--- src/ltc_pkg.sv ---
// constants for the four-channel transmit control block
package ltc_pkg;
    localparam int          NUM_CH         = 4;
    localparam int          WORD_W         = 2;
    localparam int          BUF_DEPTH      = 2;
    localparam logic [7:0]  CHAN_CTRL_OFS  = 8'h10;
    localparam logic [7:0]  GLOBAL_OFS     = 8'h42;
    localparam logic [7:0]  STATUS_OFS     = 8'h43;
    localparam int          PIN_SEL_BIT    = 6;
    localparam int          TXON_BIT       = 0;
    localparam int          RXPWR_BIT      = 1;
    localparam logic [7:0]  CHAN_CTRL_RST  = 8'h02;
    localparam logic [7:0]  GLOBAL_RST     = 8'h00;
    localparam int          PIN_WR         = 0;
    localparam int          PIN_RD         = 1;
    localparam int          PIN_ALE        = 2;
    localparam int          PIN_CS         = 3;
endpackage : ltc_pkg

--- src/ltc_buf_if.sv ---
// handshake bundle around one channel's two-entry buffer
`timescale 1ns/1ns
interface ltc_buf_if #(parameter int WIDTH = 2);
    logic             in_valid;
    logic             in_ready;
    logic [WIDTH-1:0] in_data;
    logic             out_valid;
    logic             out_ready;
    logic [WIDTH-1:0] out_data;
    modport buf_side  (input in_valid, in_data, out_ready, output in_ready, out_valid, out_data);
    modport user_side (output in_valid, in_data, out_ready, input in_ready, out_valid, out_data);
endinterface : ltc_buf_if

--- src/ltc_pair_buffer.sv ---
// two-entry fifo holding sampled line symbols
`timescale 1ns/1ns
module ltc_pair_buffer
    import ltc_pkg::*;
#(
    parameter int WIDTH = WORD_W,
    parameter int DEPTH = BUF_DEPTH
) (
    input  wire logic  core_clk,
    input  wire logic  sys_rst,
    ltc_buf_if.buf_side bus
);
    localparam int PW = $clog2(DEPTH);
    logic [WIDTH-1:0] mem [DEPTH];
    logic [PW-1:0]    wr_ptr;
    logic [PW-1:0]    rd_ptr;
    logic [PW:0]      count;
    logic [PW-1:0]    next_wr_ptr;
    logic [PW-1:0]    next_rd_ptr;
    logic [PW:0]      next_count;
    logic             push;
    logic             pop;

    assign bus.in_ready  = (count != DEPTH[PW:0]);
    assign bus.out_valid = (count != '0);
    assign bus.out_data  = mem[rd_ptr];
    assign push          = bus.in_valid & bus.in_ready;
    assign pop           = bus.out_valid & bus.out_ready;

    always_comb begin
        next_wr_ptr = wr_ptr;
        next_rd_ptr = rd_ptr;
        next_count  = count;
        if (push) begin
            next_wr_ptr = (wr_ptr == PW'(DEPTH - 1)) ? '0 : wr_ptr + 1'b1;
        end
        if (pop) begin
            next_rd_ptr = (rd_ptr == PW'(DEPTH - 1)) ? '0 : rd_ptr + 1'b1;
        end
        if (push && !pop) begin
            next_count = count + 1'b1;
        end else if (pop && !push) begin
            next_count = count - 1'b1;
        end
    end

    always_ff @(posedge core_clk) begin
        if (sys_rst) begin
            wr_ptr <= '0;
            rd_ptr <= '0;
            count  <= '0;
        end else begin
            wr_ptr <= next_wr_ptr;
            rd_ptr <= next_rd_ptr;
            count  <= next_count;
        end
        if (push) begin
            mem[wr_ptr] <= bus.in_data;
        end
    end
endmodule : ltc_pair_buffer

--- src/ltc_transmit_control.sv ---
// four-channel transmit control with shared-pin processor bus
// Notes on behaviour
// each channel samples its positive and negative data on its own line clock.
// the channel's line clock paces every transmit-direction event of that channel; driver outputs here move when line_ready takes a symbol.
// system side supplies 1.544MHz line clock for T1, 2.048MHz for E1.
// hardware mode, all-ones command high: send unframed all-ones instead of data.
// hardware mode, all-ones command low: send the applied normal traffic.
// host mode turns the four command pins into write, read, latch, select.
// hardware mode, transmitter-on pin high enables transmit only, never the receiver.
// transmitter-on control at 0 puts both driver outputs in high impedance.
// hardware mode powers all receivers on and offers no way to power them off.
// host mode lets each receiver be powered on or off by register.
// host mode, per-channel control register bit decides transmitter on by default.
// host mode, writing 1 to bit 6 at 0x42 hands control to pins.
// mode-select low selects host mode; high selects hardware mode.
`timescale 1ns/1ns
module ltc_transmit_control
    import ltc_pkg::*;
(
    input  wire logic                 core_clk,
    input  wire logic                 sys_rst,
    input  wire logic                 config_mode_select,
    input  wire logic [ltc_pkg::NUM_CH-1:0] transmit_line_clock,
    input  wire logic [ltc_pkg::NUM_CH-1:0] transmit_positive_data,
    input  wire logic [ltc_pkg::NUM_CH-1:0] transmit_negative_data,
    input  wire logic [ltc_pkg::NUM_CH-1:0] transmit_all_ones_cmd,
    input  wire logic [ltc_pkg::NUM_CH-1:0] transmitter_on,
    input  wire logic [ltc_pkg::NUM_CH-1:0] line_ready,
    input  wire logic [7:0]           cpu_addr,
    input  wire logic [7:0]           cpu_data_in,
    output logic      [7:0]           cpu_data_out,
    output logic      [7:0]           cpu_data_oe,
    output logic      [ltc_pkg::NUM_CH-1:0] transmit_data_ready,
    output logic      [ltc_pkg::NUM_CH-1:0] line_driver_tip_out,
    output logic      [ltc_pkg::NUM_CH-1:0] line_driver_ring_out,
    output logic      [ltc_pkg::NUM_CH-1:0] line_driver_oe,
    output logic      [ltc_pkg::NUM_CH-1:0] receiver_power_on
);
    logic             host_mode;
    logic             cpu_write_strobe_n;
    logic             cpu_read_strobe_n;
    logic             cpu_address_latch;
    logic             cpu_chip_select_n;
    logic [7:0]       latched_addr;
    logic [7:0]       next_latched_addr;
    logic             prev_wr_n;
    logic             wr_commit;
    logic [7:0]       global_transmit_on_source_control;
    logic [7:0]       next_global;
    logic [7:0]       chan_ctrl [NUM_CH];
    logic [7:0]       next_chan_ctrl [NUM_CH];
    logic [7:0]       read_mux;
    logic [7:0]       next_data_out;
    logic [NUM_CH-1:0] buf_full;
    logic [NUM_CH-1:0] tx_enable;
    logic             use_pins;
    logic             global_hit;
    logic             status_hit;
    logic [NUM_CH-1:0] chan_hit;

    assign host_mode          = ~config_mode_select;
    // shared pins only mean bus signals in host mode
    assign cpu_write_strobe_n = host_mode ? transmit_all_ones_cmd[PIN_WR]  : 1'b1;
    assign cpu_read_strobe_n  = host_mode ? transmit_all_ones_cmd[PIN_RD]  : 1'b1;
    assign cpu_address_latch  = host_mode ? transmit_all_ones_cmd[PIN_ALE] : 1'b0;
    assign cpu_chip_select_n  = host_mode ? transmit_all_ones_cmd[PIN_CS]  : 1'b1;
    // write commits on the rising edge of the write strobe
    assign wr_commit          = ~prev_wr_n & cpu_write_strobe_n & ~cpu_chip_select_n;
    assign cpu_data_oe        = {8{~cpu_read_strobe_n & ~cpu_chip_select_n}};
    // hardware mode ignores the select bit and always obeys the pins
    assign use_pins           = ~host_mode | global_transmit_on_source_control[PIN_SEL_BIT];

    // one address decoder feeds both the write and the read side
    assign global_hit = (latched_addr == GLOBAL_OFS);
    assign status_hit = (latched_addr == STATUS_OFS);
    always_comb begin
        for (int c = 0; c < NUM_CH; c++) begin
            chan_hit[c] = (latched_addr == CHAN_CTRL_OFS + 8'(c));
        end
    end

    // the address stays latched after the latch pin falls
    always_comb begin
        next_latched_addr = cpu_address_latch ? cpu_addr : latched_addr;
        next_global       = global_transmit_on_source_control;
        for (int c = 0; c < NUM_CH; c++) begin
            next_chan_ctrl[c] = chan_ctrl[c];
        end
        if (wr_commit) begin
            if (global_hit) begin
                next_global = cpu_data_in;
            end
            for (int c = 0; c < NUM_CH; c++) begin
                if (chan_hit[c]) begin
                    next_chan_ctrl[c] = cpu_data_in;
                end
            end
        end
    end

    // unmapped addresses read as zero
    always_comb begin
        read_mux = 8'h00;
        if (global_hit) begin
            read_mux = global_transmit_on_source_control;
        end else if (status_hit) begin
            read_mux = {buf_full, tx_enable};
        end
        for (int c = 0; c < NUM_CH; c++) begin
            if (chan_hit[c]) begin
                read_mux = chan_ctrl[c];
            end
        end
        next_data_out = read_mux;
    end

    always_ff @(posedge core_clk) begin
        if (sys_rst) begin
            latched_addr                      <= 8'h00;
            prev_wr_n                         <= 1'b1;
            global_transmit_on_source_control <= GLOBAL_RST;
            cpu_data_out                      <= 8'h00;
            for (int c = 0; c < NUM_CH; c++) begin
                chan_ctrl[c] <= CHAN_CTRL_RST;
            end
        end else begin
            latched_addr                      <= next_latched_addr;
            prev_wr_n                         <= cpu_write_strobe_n;
            global_transmit_on_source_control <= next_global;
            cpu_data_out                      <= next_data_out;
            for (int c = 0; c < NUM_CH; c++) begin
                chan_ctrl[c] <= next_chan_ctrl[c];
            end
        end
    end

    // per-channel transmit path, sampled on that channel's line clock, drained by line_ready
    for (genvar ch = 0; ch < NUM_CH; ch++) begin : g_ch
        ltc_buf_if #(.WIDTH(WORD_W)) buf_bus ();
        logic              prev_line_clk;
        logic              line_clk_rise;
        logic              all_ones;
        logic              mark_phase;
        logic              next_mark_phase;
        logic              tip;
        logic              ring;
        logic              next_tip;
        logic              next_ring;
        logic [WORD_W-1:0] symbol;
        logic              line_pop;

        // a rise is a low sample followed by a high one
        assign line_clk_rise = transmit_line_clock[ch] & ~prev_line_clk;
        assign all_ones      = ~host_mode & transmit_all_ones_cmd[ch];
        always_comb begin
            if (all_ones) begin
                symbol = {mark_phase, ~mark_phase};
            end else begin
                symbol = {transmit_positive_data[ch], transmit_negative_data[ch]};
            end
        end
        // a rise while both entries are full drops that symbol
        assign buf_bus.in_valid = line_clk_rise;
        assign buf_bus.in_data  = symbol;
        assign buf_bus.out_ready = line_ready[ch];
        assign transmit_data_ready[ch] = buf_bus.in_ready;
        assign buf_full[ch] = ~buf_bus.in_ready;
        assign line_pop     = buf_bus.out_valid & buf_bus.out_ready;

        // marks alternate polarity so all-ones stays balanced on the line
        always_comb begin
            next_mark_phase = mark_phase;
            if (line_clk_rise && buf_bus.in_ready && all_ones) begin
                next_mark_phase = ~mark_phase;
            end
        end

        // driver data only moves when the next stage takes a symbol
        always_comb begin
            next_tip  = tip;
            next_ring = ring;
            if (line_pop) begin
                next_tip  = buf_bus.out_data[1];
                next_ring = buf_bus.out_data[0];
            end
        end

        always_ff @(posedge core_clk) begin
            if (sys_rst) begin
                prev_line_clk <= 1'b0;
                mark_phase    <= 1'b1;
                tip           <= 1'b0;
                ring          <= 1'b0;
            end else begin
                prev_line_clk <= transmit_line_clock[ch];
                mark_phase    <= next_mark_phase;
                tip           <= next_tip;
                ring          <= next_ring;
            end
        end

        ltc_pair_buffer #(.WIDTH(WORD_W), .DEPTH(BUF_DEPTH)) u_buf (
            .core_clk (core_clk),
            .sys_rst  (sys_rst),
            .bus      (buf_bus)
        );

        always_comb begin
            if (use_pins) begin
                tx_enable[ch] = transmitter_on[ch];
            end else begin
                tx_enable[ch] = chan_ctrl[ch][TXON_BIT];
            end
        end
        assign line_driver_tip_out[ch]  = tip;
        assign line_driver_ring_out[ch] = ring;
        assign line_driver_oe[ch]       = tx_enable[ch];
        // receiver never follows the transmitter-on pin
        assign receiver_power_on[ch] = host_mode ? chan_ctrl[ch][RXPWR_BIT] : 1'b1;
    end
endmodule : ltc_transmit_control

--- config.mk ---
export PLATFORM = sky130hd
export DESIGN_NAME = ltc_transmit_control
export DESIGN_NICKNAME = d
export VERILOG_FILES = /design/src/ltc_pkg.sv /design/src/ltc_buf_if.sv /design/src/ltc_pair_buffer.sv /design/src/ltc_transmit_control.sv
export SDC_FILE = /design/constraint.sdc
export NUM_CORES = 1
export LEC_CHECK = 0
export BUFFER_PORTS_ARGS = -buffer_cell sky130_fd_sc_hd__buf_4
export CAP_MARGIN = 10
export CORE_MARGIN = 2
export CORE_UTILIZATION = 25
export DETAILED_ROUTE_END_ITERATION = 16
export MAX_ROUTING_LAYER = met4
export PLACE_DENSITY = 0.47
export SETUP_SLACK_MARGIN = 0.05
export SYNTH_ARGS = -nofsm -noshare
export SYNTH_HDL_FRONTEND = slang
export SYNTH_SLANG_ARGS = --single-unit
--- constraint.sdc ---
create_clock -name core_clk -period 2.65 [get_ports core_clk]
set_input_delay 0.3975 -clock core_clk [delete_from_list [all_inputs] [get_ports core_clk]]
set_output_delay 0.3975 -clock core_clk [all_outputs]
set_load 0.01 [all_outputs]
==> key figures <==
Clock network
  – Number of buffers inserted by post-CTS setup repair: 0
  – Total number of H-tree levels: 3
  – Clock-pin slew on the worst setup and hold paths: ~0.070 ns
  – Number of clock sinks seen by CTS: 105
  – Clock buffer depth: 2
  – Clock latency on the worst-skew pair: about 0.36 ns
  – Total CTS buffers: 9
  – Clock tree from TritonCTS: built
  – Root buffer cell: sky130_fd_sc_hd__clkbuf_16
  – Total of hold buffers inserted after clock tree synthesis: 0
  – Cts repair resizes: 0

Die
  – Standard-cell rows: slightly above 50
  – Vertical die dimension: 144 um
  – Number of primary I/O pins: around 80
  – Placeable core region: slightly below 20000 um^2
  – Initial Util: 0.252
  – Horizontal die dimension: ~140 um
  – Die ar.: between 20000 and 25000 um^2

Critical path
  – Critical path startpoint category: register
  – Sequence of cells on the critical path: buf_4 > nor3_1 > and4b_1 > mux2i_1 > nor2_1
  – Worst Reg-to-Reg Cells: 5
  – Cell with the biggest individual delay on the critical path: sky130_fd_sc_hd__and4b_1
  – Largest incremental delay on the critical path: ~0.65 ns
  – Kind of critical path: reg2reg
  – Worst EP arrival: 2.27 ns
  – Setup crit end kind: register
  – Max FO, Critical Path: 9
  – Data required time at the worst endpoint: between 2 and 3 ns

STA
  – Final critical path time including I/O delays and setup: between 2 and 2.5 ns
  – Worst hold slack after final layout: ~0.27 ns
  – Peak Freq: 487 MHz
  – TNS Setup: 0 ns
  – Final hold violation count: 0
  – Final setup vio count: 0
  – Slew Limit Fails: 0
  – Worst rel slew slack: 0.544
  – Skew final: between 0.007 and 0.008 ns
  – Least-Margin Pin Slew: just under 0.7 ns
  – Final critical-path share of the clock period: 0.775
  – RSZ-0062 raised after global routing: false

Power
  – Cell area power density: between 700 and 800 nW/um^2
  – Highest ir drop seen on vdd: about 0.00029 V
  – Leakage power of the design: around 2.4 nW

Placement
  – Global placement routability congestion: approximately 0.75
  – Number of port buffers: slightly below 80
  – HPWL after detailed placement: 8660 um

Synthesis
  – Number of enable-type register cells in the synthesized netlist: 16
  – Number of instances in the synthesized netlist: 468
  – Synthesized flop and latch total: ~110
  – Total nets after synthesis: 515
  – Synth Cell Area: around 5000 um^2
  – Share of synthesized area occupied by flip-flops and latches: 0.464
  – Distinct cells, synth: 46
  – Most used flip-flop cell after synthesis: sky130_fd_sc_hd__dfxtp_1
  – Share of async-settable or async-resettable flops after synthesis: 0
  – Post-Syn Area per Cell: ~10 um^2
  – Number of warnings issued by yosys: 0

Global routing
  – Largest net degree at the start of global routing: 63
  – Number of antenna violations at the first check in global routing: 0
  – First-pass GRT wire length: 18600 um
  – Total overflow reported by the global router: 0
  – Total GRT Usage: 0.124
  – Via count of the first global-routing pass: ~3.4k

Flow run
  – Number of maximum-capacitance violations: 0

Layout
  – Final layout net count: between 500 and 600
  – Share of cells above drive strength 1: 0.290
  – Final antenna diode count: 0
  – Layout overhead on the synthesized area: 20.9%

Route
  – Post-detailed-route DRC marker count: 0
  – Total number of vias: ~3.5k
  – Drt first-iter violations: 123
  – Detail Route Antenna Nets: 0
  – Routed wire length: 12200 um
  – Average via count per standard cell: ~4.5
  – Routed len/inst: 15.3 um
  – Initial DRT Pass Iterations: 4

Min path
  – Worst hold path cell count: 2
  – Hold/Removal Path Class: in2reg

Status
  – Result of the run: finished, final reports clean
==> final cells by class <==
| class | count | area [um^2] |
|---|---|---|
| clock buffers | 14 | 274 |
| clock inverters | 2 | 12.5 |
| fillers | 2021 | 13400 |
| inverters | 9 | 33.8 |
| multi-input cells | 312 | 2330 |
| flip-flops and latches | 105 | 2260 |
| well taps | 265 | 332 |
| repair buffers | 86 | 658 |
==> path summary, 6_finish.rpt <==
kind | start | endpoint | slack (ns)
worst max-delay path | latched_addr[0] | chan_ctrl[0][0] | 0.60
worst min-delay path | transmit_line_clock[3] | g_ch[3].prev_line_clk | 0.27
worst max register to register | latched_addr[0] | chan_ctrl[0][0] | 0.60
worst min register to register | g_ch[0].u_buf.count[1] | g_ch[0].u_buf.count[1] | 0.50
==> routing by layer <==
layer	global-route usage	wire length (um)	up-vias
met5	-	0	-
met4	0.0697	384	0
met3	0.0230	714	24
met2	0.200	5880	101
met1	0.147	5180	1660
li1	-	-	1753
==> synthesized netlist by cell type, types with 4 or more instances <==
| master | n | area, um^2 |
|---|---|---|
| sky130_fd_sc_hd__nor4_2 | 9 | 113 |
| sky130_fd_sc_hd__o21ai_0 | 8 | 40.0 |
| sky130_fd_sc_hd__xnor2_1 | 8 | 70.1 |
| sky130_fd_sc_hd__a21oi_1 | 13 | 65.1 |
| sky130_fd_sc_hd__a221oi_1 | 8 | 70.1 |
| sky130_fd_sc_hd__nor2b_1 | 9 | 56.3 |
| sky130_fd_sc_hd__edfxtp_1 | 16 | 480 |
| sky130_fd_sc_hd__a31o_2 | 4 | 35.0 |
| sky130_fd_sc_hd__ha_1 | 4 | 50.1 |
| sky130_fd_sc_hd__mux2i_1 | 52 | 521 |
| sky130_fd_sc_hd__nor2_1 | 78 | 293 |
| sky130_fd_sc_hd__nor3b_2 | 4 | 50.1 |
| sky130_fd_sc_hd__buf_4 | 20 | 150 |
| sky130_fd_sc_hd__o21a_1 | 4 | 30.0 |
| sky130_fd_sc_hd__nor3_2 | 8 | 80.1 |
| sky130_fd_sc_hd__inv_1 | 9 | 33.8 |
| sky130_fd_sc_hd__nand4_1 | 4 | 25.0 |
| sky130_fd_sc_hd__a211oi_1 | 8 | 60.1 |
| sky130_fd_sc_hd__mux2_2 | 16 | 180 |
| sky130_fd_sc_hd__buf_2 | 6 | 30.0 |
| sky130_fd_sc_hd__nand2_1 | 10 | 37.5 |
| sky130_fd_sc_hd__o22ai_1 | 8 | 50.1 |
| sky130_fd_sc_hd__or2_2 | 4 | 25.0 |
| sky130_fd_sc_hd__dfxtp_1 | 89 | 1780 |
| sky130_fd_sc_hd__and2_1 | 4 | 25.0 |
| sky130_fd_sc_hd__a21o_1 | 12 | 90.1 |
| sky130_fd_sc_hd__xor2_1 | 8 | 70.1 |
| sky130_fd_sc_hd__and2b_1 | 4 | 30.0 |
| sky130_fd_sc_hd__or3_1 | 5 | 31.3 |
| sky130_fd_sc_hd__clkbuf_1 | 13 | 48.8 |
==> registers in the layout, summed over array words and instances, names as in the netlist <==
signal	cells
prev_wr_n	1
g_ch.u_buf.mem	16
global_transmit_on_source_control	8
g_ch.prev_line_clk	4
g_ch.u_buf.count	8
g_ch.mark_phase	4
latched_addr	8
g_ch.tip	4
g_ch.u_buf.wr_ptr	4
chan_ctrl	32
g_ch.ring	4
g_ch.u_buf.rd_ptr	4
cpu_data_out	8
==> critical path: cells and delay by family (launching register included) <==
kind / cells / cell delay (ns)
flip-flops: 1 / 0.32
buffers and inverters: 1 / 0.18
multiplexers: 1 / 0.24
AND/OR/NAND/NOR: 3 / 1.17
==> report_power, final <==
part	switching, mW	leakage, nW	internal, mW
clock network	0.577	0.139	0.714
logic	0.517	1.37	0.479
registers	0.150	0.872	1.81
total	1.24	2.39	3.01
==> cell families (layout without fill, tap and decap cells) <==
family / count (synthesis) / count (layout) / synth area share
flip-flops: 105 / 105 / 0.464
multiplexers: 68 / 68 / 0.144
buffers and inverters: 51 / 111 / 0.0592
XOR/XNOR: 16 / 16 / 0.0287
adder cells (fa/ha/maj): 4 / 4 / 0.0103
AND/OR/NAND/NOR: 156 / 156 / 0.199
AO/OA/AOI/OAI: 68 / 68 / 0.0957
==> per-stage QoR <==
| step | instances | power (mW) | utilization | setup slack [ns] | cell area [um^2] |
|---|---|---|---|---|---|
| 6_report | 793 | 4.25 | 0.305 | 0.596 | 5900 |
| 5_1_grt | 793 | 4.51 | 0.305 | 0.447 | 5900 |
| 4_1_cts | 793 | 4.32 | 0.305 | 0.586 | 5900 |
| 3_5_place_dp | 777 | 3.01 | 0.290 | 0.517 | 5610 |
| 3_3_place_gp | 777 | 2.96 | 0.290 | 0.573 | 5610 |
| 2_1_floorplan | 468 | 2.74 | - | 0.573 | 4880 |
==> placed cells by master, fill, tap and decap left out, types with 5 or more instances in the layout <==
cell	Yosys	layout
sky130_fd_sc_hd__a211oi_1	8	8
sky130_fd_sc_hd__a21o_1	12	12
sky130_fd_sc_hd__a21oi_1	13	13
sky130_fd_sc_hd__a221oi_1	8	8
sky130_fd_sc_hd__buf_4	20	85
sky130_fd_sc_hd__clkbuf_16	0	9
sky130_fd_sc_hd__dfxtp_1	89	89
sky130_fd_sc_hd__edfxtp_1	16	16
sky130_fd_sc_hd__inv_1	9	9
sky130_fd_sc_hd__mux2_2	16	16
sky130_fd_sc_hd__mux2i_1	52	52
sky130_fd_sc_hd__nand2_1	10	10
sky130_fd_sc_hd__nor2_1	78	78
sky130_fd_sc_hd__nor2b_1	9	9
sky130_fd_sc_hd__nor3_2	8	8
sky130_fd_sc_hd__nor4_2	9	9
sky130_fd_sc_hd__o21ai_0	8	8
sky130_fd_sc_hd__o22ai_1	8	8
sky130_fd_sc_hd__or3_1	5	5
sky130_fd_sc_hd__xnor2_1	8	8
sky130_fd_sc_hd__xor2_1	8	8
No activity file was read; power rests on OpenSTA's default activity.
